--- config.mk ---
export PLATFORM = sky130hd
export DESIGN_NAME = dtec_timer_ctrl
export DESIGN_NICKNAME = d
export VERILOG_FILES = /design/src/dtec_pkg.sv /design/src/dtec_pin_sync.sv /design/src/dtec_timer.sv /design/src/dtec_timer_ctrl.sv
export SDC_FILE = /design/constraint.sdc
export NUM_CORES = 1
export LEC_CHECK = 0
export ABC_CLOCK_PERIOD_IN_PS = 4760
export CORE_ASPECT_RATIO = 0.75
export CORE_MARGIN = 5
export CORE_UTILIZATION = 50
export DETAILED_ROUTE_END_ITERATION = 16
export DONT_BUFFER_PORTS = 1
export PLACE_DENSITY = 0.61
export SKIP_LAST_GASP = 1
export SYNTH_ARGS = -nofsm -noshare
export SYNTH_HDL_FRONTEND = slang
export SYNTH_SLANG_ARGS = --single-unit
--- constraint.sdc ---
create_clock -name clk -period 4.76 [get_ports clk]
set_input_delay 0.952 -clock clk [delete_from_list [all_inputs] [get_ports clk]]
set_output_delay 0.952 -clock clk [all_outputs]
set_load 0.005 [all_outputs]
--- src/dtec_pkg.sv ---
// Constants, field positions and mode type for the dual timer and
// external interrupt control block. Assumes one 100 MHz clock domain.
// Function
// - Timer one overflow sets its flag; software write or vector ack clears it.
// - Timer zero overflow sets its flag; software or vector ack clears it.
// - Timer one halts while its run bit (control bit 6) is zero.
// - Outside split mode, timer zero halts while its run bit (control bit 4) is zero.
// - Edge mode: interrupt one flag latches on edge until cleared or acked.
// - Level mode: interrupt one flag equals the inverted pin.
// - Interrupt zero flag latches edges in edge mode, mirrors inverted pin in level.
// - Control bit 2 selects level (0) or edge (1) for interrupt one.
// - Control bit 0 selects level (0) or edge (1) for interrupt zero.
// - Timer one gate bit 7 set: count only while interrupt one pin is high.
// - Timer one source bit 6 set: count external pin pulses instead of clocks.
// - Mode bits 5:4 select timer one mode; low nibble mirrors for timer zero.
// - Modes: 5-bit prescale, 16-bit, 8-bit autoreload, split or halt.
// - Timer zero split: low byte run by run zero, high byte by run one.
// - Timer zero gate bit 3 set: count only while interrupt zero pin is high, except the split upper byte.
package dtec_pkg;
  localparam logic [7:0] ADDR_CTRL = 8'h88;
  localparam logic [7:0] ADDR_MODE = 8'h89;
  localparam logic [7:0] ADDR_T0L = 8'h8a;
  localparam logic [7:0] ADDR_T1L = 8'h8b;
  localparam logic [7:0] ADDR_T0H = 8'h8c;
  localparam logic [7:0] ADDR_T1H = 8'h8d;
  localparam logic [7:0] ADDR_STAT = 8'ha0;
  localparam logic [7:0] ADDR_MASK = 8'ha1;
  localparam logic [7:0] CTRL_RESET = 8'h00;
  localparam logic [7:0] MODE_RESET = 8'h00;
  localparam logic [7:0] BYTE_ZERO = 8'h00;
  localparam logic [7:0] BYTE_MAX = 8'hff;
  localparam logic [7:0] BYTE_ONE = 8'h01;
  localparam logic [4:0] PRESCALE_MAX = 5'h1f;
  localparam logic [4:0] PRESCALE_ONE = 5'h01;
  localparam logic [3:0] STAT_ZERO = 4'h0;
  // Control register fields
  localparam int CT_TF1 = 7;
  localparam int CT_TR1 = 6;
  localparam int CT_TF0 = 5;
  localparam int CT_TR0 = 4;
  localparam int CT_IE1 = 3;
  localparam int CT_IT1 = 2;
  localparam int CT_IE0 = 1;
  localparam int CT_IT0 = 0;
  // Mode register fields
  localparam int MD_GATE1 = 7;
  localparam int MD_SRC1 = 6;
  localparam int MD_M1_HI = 5;
  localparam int MD_M1_LO = 4;
  localparam int MD_GATE0 = 3;
  localparam int MD_SRC0 = 2;
  localparam int MD_M0_HI = 1;
  localparam int MD_M0_LO = 0;
  // Interrupt status and mask fields
  localparam int ST_TF1 = 3;
  localparam int ST_TF0 = 2;
  localparam int ST_EX1 = 1;
  localparam int ST_EX0 = 0;
  typedef enum logic [1:0] {
    MODE_PRESCALE,
    MODE_WIDE,
    MODE_RELOAD,
    MODE_SPLIT
  } dtec_mode_t;
endpackage : dtec_pkg

--- src/dtec_pin_sync.sv ---
// Two-stage synchroniser with falling-transition detector for one pin.
// Assumes the pin idles high and is asynchronous to clk.
`timescale 1ns/1ns
module dtec_pin_sync
  import dtec_pkg::*;
(
  input wire logic clk,
  input wire logic reset_n,
  input wire logic pinIn,
  output logic pinLevel,
  output logic pinFall
);
  logic meta_reg;
  logic meta_next;
  logic level_reg;
  logic level_next;
  logic last_reg;
  logic last_next;

  always_comb begin
    meta_next = pinIn;
    level_next = meta_reg;
    last_next = level_reg;
  end

  always_ff @(posedge clk or negedge reset_n) begin
    if (!reset_n) begin
      meta_reg <= 1'b1;
      level_reg <= 1'b1;
      last_reg <= 1'b1;
    end else begin
      meta_reg <= meta_next;
      level_reg <= level_next;
      last_reg <= last_next;
    end
  end

  assign pinLevel = level_reg;
  // One pulse per high-to-low transition, from settled stages only
  assign pinFall = last_reg & ~level_reg;
endmodule : dtec_pin_sync

--- src/dtec_timer.sv ---
// One timer/counter pair of bytes with the four operating modes.
// Assumes the caller decodes run, gate and source into increment pulses.
`timescale 1ns/1ns
module dtec_timer
  import dtec_pkg::*;
(
  input wire logic clk,
  input wire logic reset_n,
  input wire dtec_mode_t mode,
  input wire logic incLow,
  input wire logic incHigh,
  input wire logic wrLow,
  input wire logic wrHigh,
  input wire logic [7:0] wrData,
  output logic [7:0] countLow,
  output logic [7:0] countHigh,
  output logic ovfLow,
  output logic ovfHigh
);
  logic [7:0] low_reg;
  logic [7:0] low_next;
  logic [7:0] high_reg;
  logic [7:0] high_next;

  always_comb begin
    low_next = low_reg;
    high_next = high_reg;
    ovfLow = 1'b0;
    ovfHigh = 1'b0;
    if (incLow) begin
      case (mode)
        MODE_PRESCALE: begin
          low_next = {low_reg[7:5], low_reg[4:0] + PRESCALE_ONE};
          if (low_reg[4:0] == PRESCALE_MAX) begin
            high_next = high_reg + BYTE_ONE;
            ovfLow = (high_reg == BYTE_MAX);
          end
        end
        MODE_WIDE: begin
          {high_next, low_next} = {high_reg, low_reg} + {BYTE_ZERO, BYTE_ONE};
          ovfLow = (low_reg == BYTE_MAX) && (high_reg == BYTE_MAX);
        end
        MODE_RELOAD: begin
          // High byte holds the reload value and never counts here
          low_next = (low_reg == BYTE_MAX) ? high_reg : low_reg + BYTE_ONE;
          ovfLow = (low_reg == BYTE_MAX);
        end
        MODE_SPLIT: begin
          low_next = low_reg + BYTE_ONE;
          ovfLow = (low_reg == BYTE_MAX);
        end
        default: begin
          low_next = low_reg;
        end
      endcase
    end
    if (incHigh && mode == MODE_SPLIT) begin
      high_next = high_reg + BYTE_ONE;
      ovfHigh = (high_reg == BYTE_MAX);
    end
    // Software load takes priority over the count in the same cycle
    if (wrLow) begin
      low_next = wrData;
    end
    if (wrHigh) begin
      high_next = wrData;
    end
  end

  always_ff @(posedge clk or negedge reset_n) begin
    if (!reset_n) begin
      low_reg <= BYTE_ZERO;
      high_reg <= BYTE_ZERO;
    end else begin
      low_reg <= low_next;
      high_reg <= high_next;
    end
  end

  assign countLow = low_reg;
  assign countHigh = high_reg;
endmodule : dtec_timer

--- src/dtec_timer_ctrl.sv ---
// Top of the dual timer and external interrupt control block: register
// port, run/gate/source decode, flags and the summary interrupt.
// Assumes a single-cycle strobe register master on clk and the CPU
// pulsing a vector acknowledge when it enters each service routine.
//
// Implementation choice: the strobed register port.
`timescale 1ns/1ns
module dtec_timer_ctrl
  import dtec_pkg::*;
(
  input wire logic clk,
  input wire logic reset_n,
  input wire logic [7:0] regAddr,
  input wire logic [7:0] regWrData,
  input wire logic regWrEn,
  input wire logic regRdEn,
  output logic [7:0] regRdData,
  input wire logic countPinZero,
  input wire logic countPinOne,
  input wire logic irqPinZero_n,
  input wire logic irqPinOne_n,
  input wire logic vecAckTimerZero,
  input wire logic vecAckTimerOne,
  input wire logic vecAckExtZero,
  input wire logic vecAckExtOne,
  output logic irq
);
  logic [7:0] ctrl_reg;
  logic [7:0] ctrl_next;
  logic [7:0] mode_reg;
  logic [7:0] mode_next;
  logic [3:0] stat_reg;
  logic [3:0] stat_next;
  logic [3:0] mask_reg;
  logic [3:0] mask_next;
  logic [7:0] rd_reg;
  logic [7:0] rd_next;
  logic cnt0Level;
  logic cnt0Fall;
  logic cnt1Level;
  logic cnt1Fall;
  logic irq0Level;
  logic irq0Fall;
  logic irq1Level;
  logic irq1Fall;
  logic [7:0] t0Low;
  logic [7:0] t0High;
  logic [7:0] t1Low;
  logic [7:0] t1High;
  logic ovf0Low;
  logic ovf0High;
  logic ovf1Low;
  logic unusedOvf1High;
  logic wrCtrl;
  logic wrT0;
  logic wrT1;
  logic inc0;
  logic inc0High;
  logic inc1;
  logic tf1Set;
  logic tf0Set;
  dtec_mode_t mode0;
  dtec_mode_t mode1;
  logic [3:0] events;

  // Hardware set beats software or vector clear in the same cycle
  function automatic logic flag_next(input logic cur, input logic set, input logic clr);
    flag_next = set | (cur & ~clr);
  endfunction : flag_next

  // Edge mode latches; level mode follows the inverted pin
  function automatic logic ext_flag(input logic cur, input logic edgeMode,
                                    input logic fall, input logic level, input logic ack);
    ext_flag = edgeMode ? flag_next(cur, fall, ack) : ~level;
  endfunction : ext_flag

  dtec_pin_sync u_sync_cnt0 (
    .clk(clk), .reset_n(reset_n), .pinIn(countPinZero),
    .pinLevel(cnt0Level), .pinFall(cnt0Fall)
  );
  dtec_pin_sync u_sync_cnt1 (
    .clk(clk), .reset_n(reset_n), .pinIn(countPinOne),
    .pinLevel(cnt1Level), .pinFall(cnt1Fall)
  );
  dtec_pin_sync u_sync_irq0 (
    .clk(clk), .reset_n(reset_n), .pinIn(irqPinZero_n),
    .pinLevel(irq0Level), .pinFall(irq0Fall)
  );
  dtec_pin_sync u_sync_irq1 (
    .clk(clk), .reset_n(reset_n), .pinIn(irqPinOne_n),
    .pinLevel(irq1Level), .pinFall(irq1Fall)
  );

  assign wrCtrl = regWrEn && (regAddr == ADDR_CTRL);
  assign wrT0 = regWrEn && (regAddr == ADDR_T0L || regAddr == ADDR_T0H);
  assign wrT1 = regWrEn && (regAddr == ADDR_T1L || regAddr == ADDR_T1H);
  assign mode0 = dtec_mode_t'(mode_reg[MD_M0_HI:MD_M0_LO]);
  assign mode1 = dtec_mode_t'(mode_reg[MD_M1_HI:MD_M1_LO]);

  always_comb begin
    // Timer zero: run, gate on interrupt zero pin, clock or pin source
    inc0 = ctrl_reg[CT_TR0]
      && (!mode_reg[MD_GATE0] || irq0Level)
      && (mode_reg[MD_SRC0] ? cnt0Fall : 1'b1);
    // Split mode borrows run one for the upper byte, internal clock only
    inc0High = ctrl_reg[CT_TR1];
    // Timer one halts in split mode but keeps its count
    inc1 = ctrl_reg[CT_TR1]
      && (!mode_reg[MD_GATE1] || irq1Level)
      && (mode_reg[MD_SRC1] ? cnt1Fall : 1'b1)
      && (mode1 != MODE_SPLIT);
  end

  dtec_timer u_timer0 (
    .clk(clk), .reset_n(reset_n), .mode(mode0),
    .incLow(inc0), .incHigh(inc0High),
    .wrLow(regWrEn && regAddr == ADDR_T0L), .wrHigh(regWrEn && regAddr == ADDR_T0H),
    .wrData(regWrData), .countLow(t0Low), .countHigh(t0High),
    .ovfLow(ovf0Low), .ovfHigh(ovf0High)
  );
  dtec_timer u_timer1 (
    .clk(clk), .reset_n(reset_n), .mode(mode1),
    .incLow(inc1), .incHigh(1'b0),
    .wrLow(regWrEn && regAddr == ADDR_T1L), .wrHigh(regWrEn && regAddr == ADDR_T1H),
    .wrData(regWrData), .countLow(t1Low), .countHigh(t1High),
    .ovfLow(ovf1Low), .ovfHigh(unusedOvf1High)
  );

  // Upper byte of split timer zero reports through the timer one flag
  assign tf1Set = ovf1Low | ovf0High;
  assign tf0Set = ovf0Low;

  always_comb begin
    ctrl_next = wrCtrl ? regWrData : ctrl_reg;
    mode_next = (regWrEn && regAddr == ADDR_MODE) ? regWrData : mode_reg;
    ctrl_next[CT_TF1] = flag_next(ctrl_next[CT_TF1], tf1Set, vecAckTimerOne);
    ctrl_next[CT_TF0] = flag_next(ctrl_next[CT_TF0], tf0Set, vecAckTimerZero);
    ctrl_next[CT_IE1] = ext_flag(ctrl_next[CT_IE1], ctrl_next[CT_IT1],
                                 irq1Fall, irq1Level, vecAckExtOne);
    ctrl_next[CT_IE0] = ext_flag(ctrl_next[CT_IE0], ctrl_next[CT_IT0],
                                 irq0Fall, irq0Level, vecAckExtZero);
  end

  always_comb begin
    events = STAT_ZERO;
    events[ST_TF1] = tf1Set;
    events[ST_TF0] = tf0Set;
    events[ST_EX1] = irq1Fall;
    events[ST_EX0] = irq0Fall;
    stat_next = stat_reg;
    mask_next = mask_reg;
    if (regWrEn && regAddr == ADDR_STAT) begin
      stat_next = stat_reg & ~regWrData[3:0];
    end
    // A new event in the clearing cycle stays set
    stat_next = stat_next | events;
    if (regWrEn && regAddr == ADDR_MASK) begin
      mask_next = regWrData[3:0];
    end
  end

  always_comb begin
    rd_next = BYTE_ZERO;
    if (regRdEn) begin
      case (regAddr)
        ADDR_CTRL: rd_next = ctrl_reg;
        ADDR_MODE: rd_next = mode_reg;
        ADDR_T0L: rd_next = t0Low;
        ADDR_T1L: rd_next = t1Low;
        ADDR_T0H: rd_next = t0High;
        ADDR_T1H: rd_next = t1High;
        ADDR_STAT: rd_next = {4'h0, stat_reg};
        ADDR_MASK: rd_next = {4'h0, mask_reg};
        default: rd_next = BYTE_ZERO;
      endcase
    end
  end

  always_ff @(posedge clk or negedge reset_n) begin
    if (!reset_n) begin
      ctrl_reg <= CTRL_RESET;
      mode_reg <= MODE_RESET;
      stat_reg <= STAT_ZERO;
      mask_reg <= STAT_ZERO;
      rd_reg <= BYTE_ZERO;
    end else begin
      ctrl_reg <= ctrl_next;
      mode_reg <= mode_next;
      stat_reg <= stat_next;
      mask_reg <= mask_next;
      rd_reg <= rd_next;
    end
  end

  assign regRdData = rd_reg;
  assign irq = |(stat_reg & mask_reg);
endmodule : dtec_timer_ctrl

=== Yosys cells after proc, flatten, opt, wreduce, memory -nomap -nowiden ===
Cells that the tools add are included.

* Div/mod/pow operators: 0
* Multiply operators: 0
* Bitwise logic cells: 25
* Reduce and logical (&&, ||, !) cells: 35
* Equality and inequality tests: 25
* Mux-type cells: 32
* Magnitude comparators: 0
* Add/subtract/negate cells: 8
* Shift-type cells: 0

{| class="wikitable"
|+ Operators with widths
! kind !! number
|-
| 8-bit 2-to-1 mux || 15
|-
| 8-bit equality test, second input constant || 12
|-
| 8-bit case mux with 4 select lines || 2
|-
| 8-bit case mux with 8 select lines || 1
|-
| 16-bit by 1-bit adder with 16-bit output, second input constant || 2
|-
| 8-bit by 1-bit adder with 8-bit output, second input constant || 4
|-
| 8-bit case mux with 2 select lines || 2
|-
| 1-bit logical AND || 16
|-
| 5-bit by 1-bit adder with 5-bit output, second input constant || 2
|-
| 5-bit equality test, second input constant || 2
|-
| 1-bit 2-to-1 mux || 9
|-
| 1-bit bitwise AND || 8
|-
| 4-bit bitwise AND || 2
|-
| 2-bit equality test, second input constant || 4
|-
| 1-bit NOT || 8
|-
| 1-bit case mux with 3 select lines || 2
|-
| 3-bit AND reduction || 2
|-
| 2-bit nonzero test || 3
|-
| 3-bit nonzero test || 2
|-
| 1-bit bitwise OR || 5
|-
| 2-bit by 1-bit equality test with 1-bit output, second input constant || 2
|-
| 2-bit zero test || 2
|-
| 4-bit 2-to-1 mux || 1
|-
| 2-bit by 1-bit != test with 1-bit output, second input constant || 2
|-
| other kinds (11) || 15
|}

* Memory bits (read-only): 0
* Bits in latches: 0
* RAM bits: 0
* Memories kept: 0
* Output and inout port bits: 9
* Bits in registers: 76
* Word-level logic and storage cells: 149

=== Depth between registers and ports, before layout ===
* Depth after elaboration: 8
* Depth in mapped cells: 9
* Mapped depth without buffers: 8

=== Cells and area by module ===
A second synthesis with hierarchy kept.

* Cell total of the unflattened synthesis: 509
* Area total of the unflattened synthesis: 4952.2 um2

{| class="wikitable"
|+ Modules (own cells, without submodules)
! module !! cells each !! times used !! area each (um2) !! sequential area each (um2)
|-
| dtec_timer || 159 || 2 || 1345.0 || 400.4
|-
| dtec_timer_ctrl || 175 || 1 || 1891.8 || 800.8
|-
| dtec_pin_sync || 4 || 4 || 92.6 || 78.8
|}

=== Worst setup path after synthesis ===
OpenSTA, ideal clock, no wires.

* Path type: input to register
* Start: in regAddr[4]
* End: reg ctrl_reg[3]
* Stages: 9
* Setup slack: 1.984 ns
* Library setup time: 0.078 ns
* Buffers on the path: 3
* Arrival: 2.698 ns
* Path through: or3b_1 > buf_2 > or3_1 > buf_6 > nor2_8 > buf_6 > mux2_4 > a21oi_1 > o21bai_1

{| class="wikitable"
|+ RTL lines
! element !! RTL line !! source
|-
| start: declaration || dtec_timer_ctrl.sv:13 || <nowiki>input wire logic [7:0] regAddr,</nowiki>
|-
| 8-bit equality test || dtec_timer_ctrl.sv:94 || <nowiki>assign wrCtrl = regWrEn && (regAddr == ADDR_CTRL);</nowiki>
|-
| 1-bit logical AND || dtec_timer_ctrl.sv:94 ||
|-
| 8-bit 2-to-1 mux || dtec_timer_ctrl.sv:134 || <nowiki>ctrl_next = wrCtrl ? regWrData : ctrl_reg;</nowiki>
|-
| via ctrl_next[2] || dtec_timer_ctrl.sv:29 || <nowiki>logic [7:0] ctrl_next;</nowiki>
|-
| 1-bit 2-to-1 mux || dtec_timer_ctrl.sv:74 || <nowiki>ext_flag = edgeMode ? flag_next(cur, fall, ack) : ~level;</nowiki>
|-
| via ctrl_next[3] || dtec_timer_ctrl.sv:29 ||
|-
| end signal: assignment || dtec_timer_ctrl.sv:187 || <nowiki>ctrl_reg <= ctrl_next;</nowiki>
|-
| end: declaration || dtec_timer_ctrl.sv:28 || <nowiki>logic [7:0] ctrl_reg;</nowiki>
|}

The timed path passes the listed nets, and every way through them passes these cells.
A chain may end at the register's enable or synchronous reset.

=== Final worst setup path ===
* Start: in regAddr[4]
* End: reg u_timer0.low_reg[3] (netlist: u_timer0.countLow[3])

* Longest elaborated chain between the ends: 3

{| class="wikitable"
|+ Ends and longest elaborated chain
! element !! RTL line !! source
|-
| 8-bit equality test (*) || dtec_timer_ctrl.sv:117 || <nowiki>.wrLow(regWrEn && regAddr == ADDR_T0L), .wrHigh(regWrEn && regAddr == ADDR_T0H),</nowiki>
|-
| 1-bit logical AND (*) || dtec_timer_ctrl.sv:117 ||
|-
| 8-bit 2-to-1 mux or 2-bit nonzero test (tied branches) || n/a ||
|-
| end signal: assignment || dtec_timer.sv:75 || <nowiki>low_reg <= low_next;</nowiki>
|-
| end: declaration || dtec_timer.sv:20 || <nowiki>logic [7:0] low_reg;</nowiki>
|}

Every way passes the cells marked *; elsewhere a longest branch is shown, timed or not.

==> run summary <==
Seq cells post-synth -> 76
Largest net degree at the start of global routing -> 77
Yosys warns -> 0
CP Capture Type -> flip-flop
Synth Flop Type -> dfrtp_1
Initial antenna violation count -> 0
Clock sink count -> 76
CP bufs+invs -> 0
Synth cell types -> 60
Leak pwr -> 1.92 nW
Vias per cell -> 6.39
CP startpoint kind -> input pin
GRT Total Usage -> 0.238
Status -> complete, no violations
Fmax -> 352 MHz
Core area -> 0.00860 mm2
Largest buffer count on any clock path -> 2
Worst-skew pair later-pin latency -> 0.34 ns
Slew @ Worst Pin -> 0.748 ns
CTS tree -> built
Syn_nets -> 516
Post-Route WL -> 12.5 mm
Final hold slack -> 0.304 ns
R2r endpoint -> u_timer0.countHigh[3]$_DFFE_PN0P_
Largest area contributor in the netlist -> dfrtp_1
Final worst slack -> 1.92 ns
Htree depth -> 3
Initial Util -> 0.521
Number of synthesized flops with an enable pin -> 0
DRT Pass-1 Iters -> 5
Netlist Area Pre-Place -> 0.00448 mm2
Crit-path cells -> or3b_1 > or3_1 > nor3_4 > mux2_2
Area Growth Syn to Fin -> 6.99%
DRT antenna net count -> 0
Share of the synthesized area in the top cell type -> 0.358
RSZ-0062 raised after global routing -> no
Max Cap Violations -> 0
Final count of hold timing violations -> 0
IO Pins -> 37
Largest cells by area after synthesis -> dfrtp_1 (36%), dfstp_2 (7.0%), mux2i_1 (4.9%)
Share of async-settable or async-resettable flops after synthesis -> 1.00
Nets -> 505
Min Clock Period, post-route -> 2.84 ns
Placer Congestion -> 0.900
Post-Synthesis Cells -> 482
Die height -> 91.9 um
Max stage delay on crit path -> 0.67 ns
Number of global-route vias before repair -> 3443
Final period util -> 0.597
Inserted Diodes -> 0
Top-count cell post-synth -> dfrtp_1
Setup TNS -> 0 ns
Worst Path Required -> 4.99 ns
Max-slew violations -> 0
Worst relative slew slack -> 0.500
R2r startpoint -> u_timer0.countLow[0]$_DFFE_PN0P_
Cts bufs inserted -> 9
Postcts setup bufs -> 0
Clock skew -> 0.00447 ns
Die area -> 0.0110 mm2
Die W -> 119 um
PortBufs -> 0
First-pass GRT wire length -> 20.0 mm
Layout cells sized above 1 -> 0.122
PD cells -> 471 mW/mm2
FF-to-FF setup slack -> 2.50 ns
Max FO, Critical Path -> 15
Clock slew seen by the registers of the worst setup and hold paths -> 0.06 ns
Drt drc -> 0
Arrival time worst endpoint -> 3.07 ns
Setup WS pre-CTS -> 1.58 ns
Final setup viols -> 0
Sequential-to-total area share from yosys stat -> 0.428
Row cnt -> 29
Total grt overflow -> 0
Crit Path Class -> input pin to flip-flop
Hold-fix buffers, CTS -> 0
R2R depth -> 7
Syn Area/Cell -> 9.29 um2
CP Launch Point -> regAddr[4]
DR vias -> 3732
Delay-heaviest family, CP -> simple AND/OR/NAND/NOR gates
Top cells by count, synth -> dfrtp_1 (64), nand2_1 (56), nor2_1 (41)
Crit. path cell count -> 4
Max IR drop VDD -> 0.245 mV
Crit-path slowest cell -> or3_1
Wire length per cell -> 21.4 um
Post-CTS Resized -> 0
Root Buffer -> clkbuf_16
Hpwl dp -> 8.94 mm
Hold WC Path Type -> input pin to async pin
Initial drt markers -> 412
==> metal layers <==
layer / global-route usage / share of wire / vias to the layer above
met3: 0.0670 / 0.077 / 22
li1: - / - / 1754
met4: 0.0675 / 0.018 / 0
met5: 0 / 0 / -
met1: 0.368 / 0.50 / 1811
met2: 0.318 / 0.41 / 145
==> where the power goes <==
group	switching, mW	internal (mW)
combinational	0.303	0.305
sequential	0.236	0.779
clock	0.279	0.355
==> stage by stage <==
stage / instance area [um2] / instances / util / total power [mW]
floorplan: 4480 / 482 / - / 1.45
global placement: 4510 / 568 / 0.525 / 1.60
detailed placement: 4510 / 568 / 0.525 / 1.61
CTS: 4790 / 584 / 0.557 / 2.26
global route: 4790 / 584 / 0.557 / 2.42
finish: 4790 / 584 / 0.557 / 2.26
==> cell usage in the layout (no fill, tap or decap), drive strengths merged, types with 4 or more instances in the layout <==
cell type / n
a22o: 5
mux2: 15
ha: 6
xor2: 8
inv: 9
a21o: 6
a21oi: 23
nand3: 16
nor2: 47
and3: 7
nand2: 56
a221oi: 7
or3: 4
a22oi: 6
o21ai: 39
o31ai: 4
mux2i: 22
nor3: 13
xnor2: 8
nor2b: 7
nand4: 7
dfstp: 12
clkbuf: 9
dfrtp: 64
a211o: 4
a31oi: 9
a211oi: 15
and2: 4
==> final cells by class <==
cell class,count,area (um2)
clock buffer,9,225
clock inverter,7,51.3
fill,747,3810
inverter,7,26.3
multi-input combinational,375,2420
sequential,76,1920
tap,108,135
timing repair buffer,2,15.0
==> cell families after synthesis <==
logic type / after synthesis / synth area share
simple gates: 180 / 0.203
compound gates: 135 / 0.197
flops: 76 / 0.428
mux: 38 / 0.0928
buf+inv: 31 / 0.0313
xor+xnor: 16 / 0.0313
fa+ha+maj: 6 / 0.0168
==> how the worst max path moves through the flow <==
stage	to	slack, ns
floorplan	ctrl_reg[3]$_DFF_PN0_	1.98
global placement	u_timer0.countLow[3]$_DFFE_PN0P_	1.62
detailed placement	u_timer0.countLow[3]$_DFFE_PN0P_	1.58
CTS	u_timer0.countLow[3]$_DFFE_PN0P_	1.95
global route	u_timer0.countLow[3]$_DFFE_PN0P_	1.82
finish	u_timer0.countLow[3]$_DFFE_PN0P_	1.92
Power figures use the tool's default switching activity.
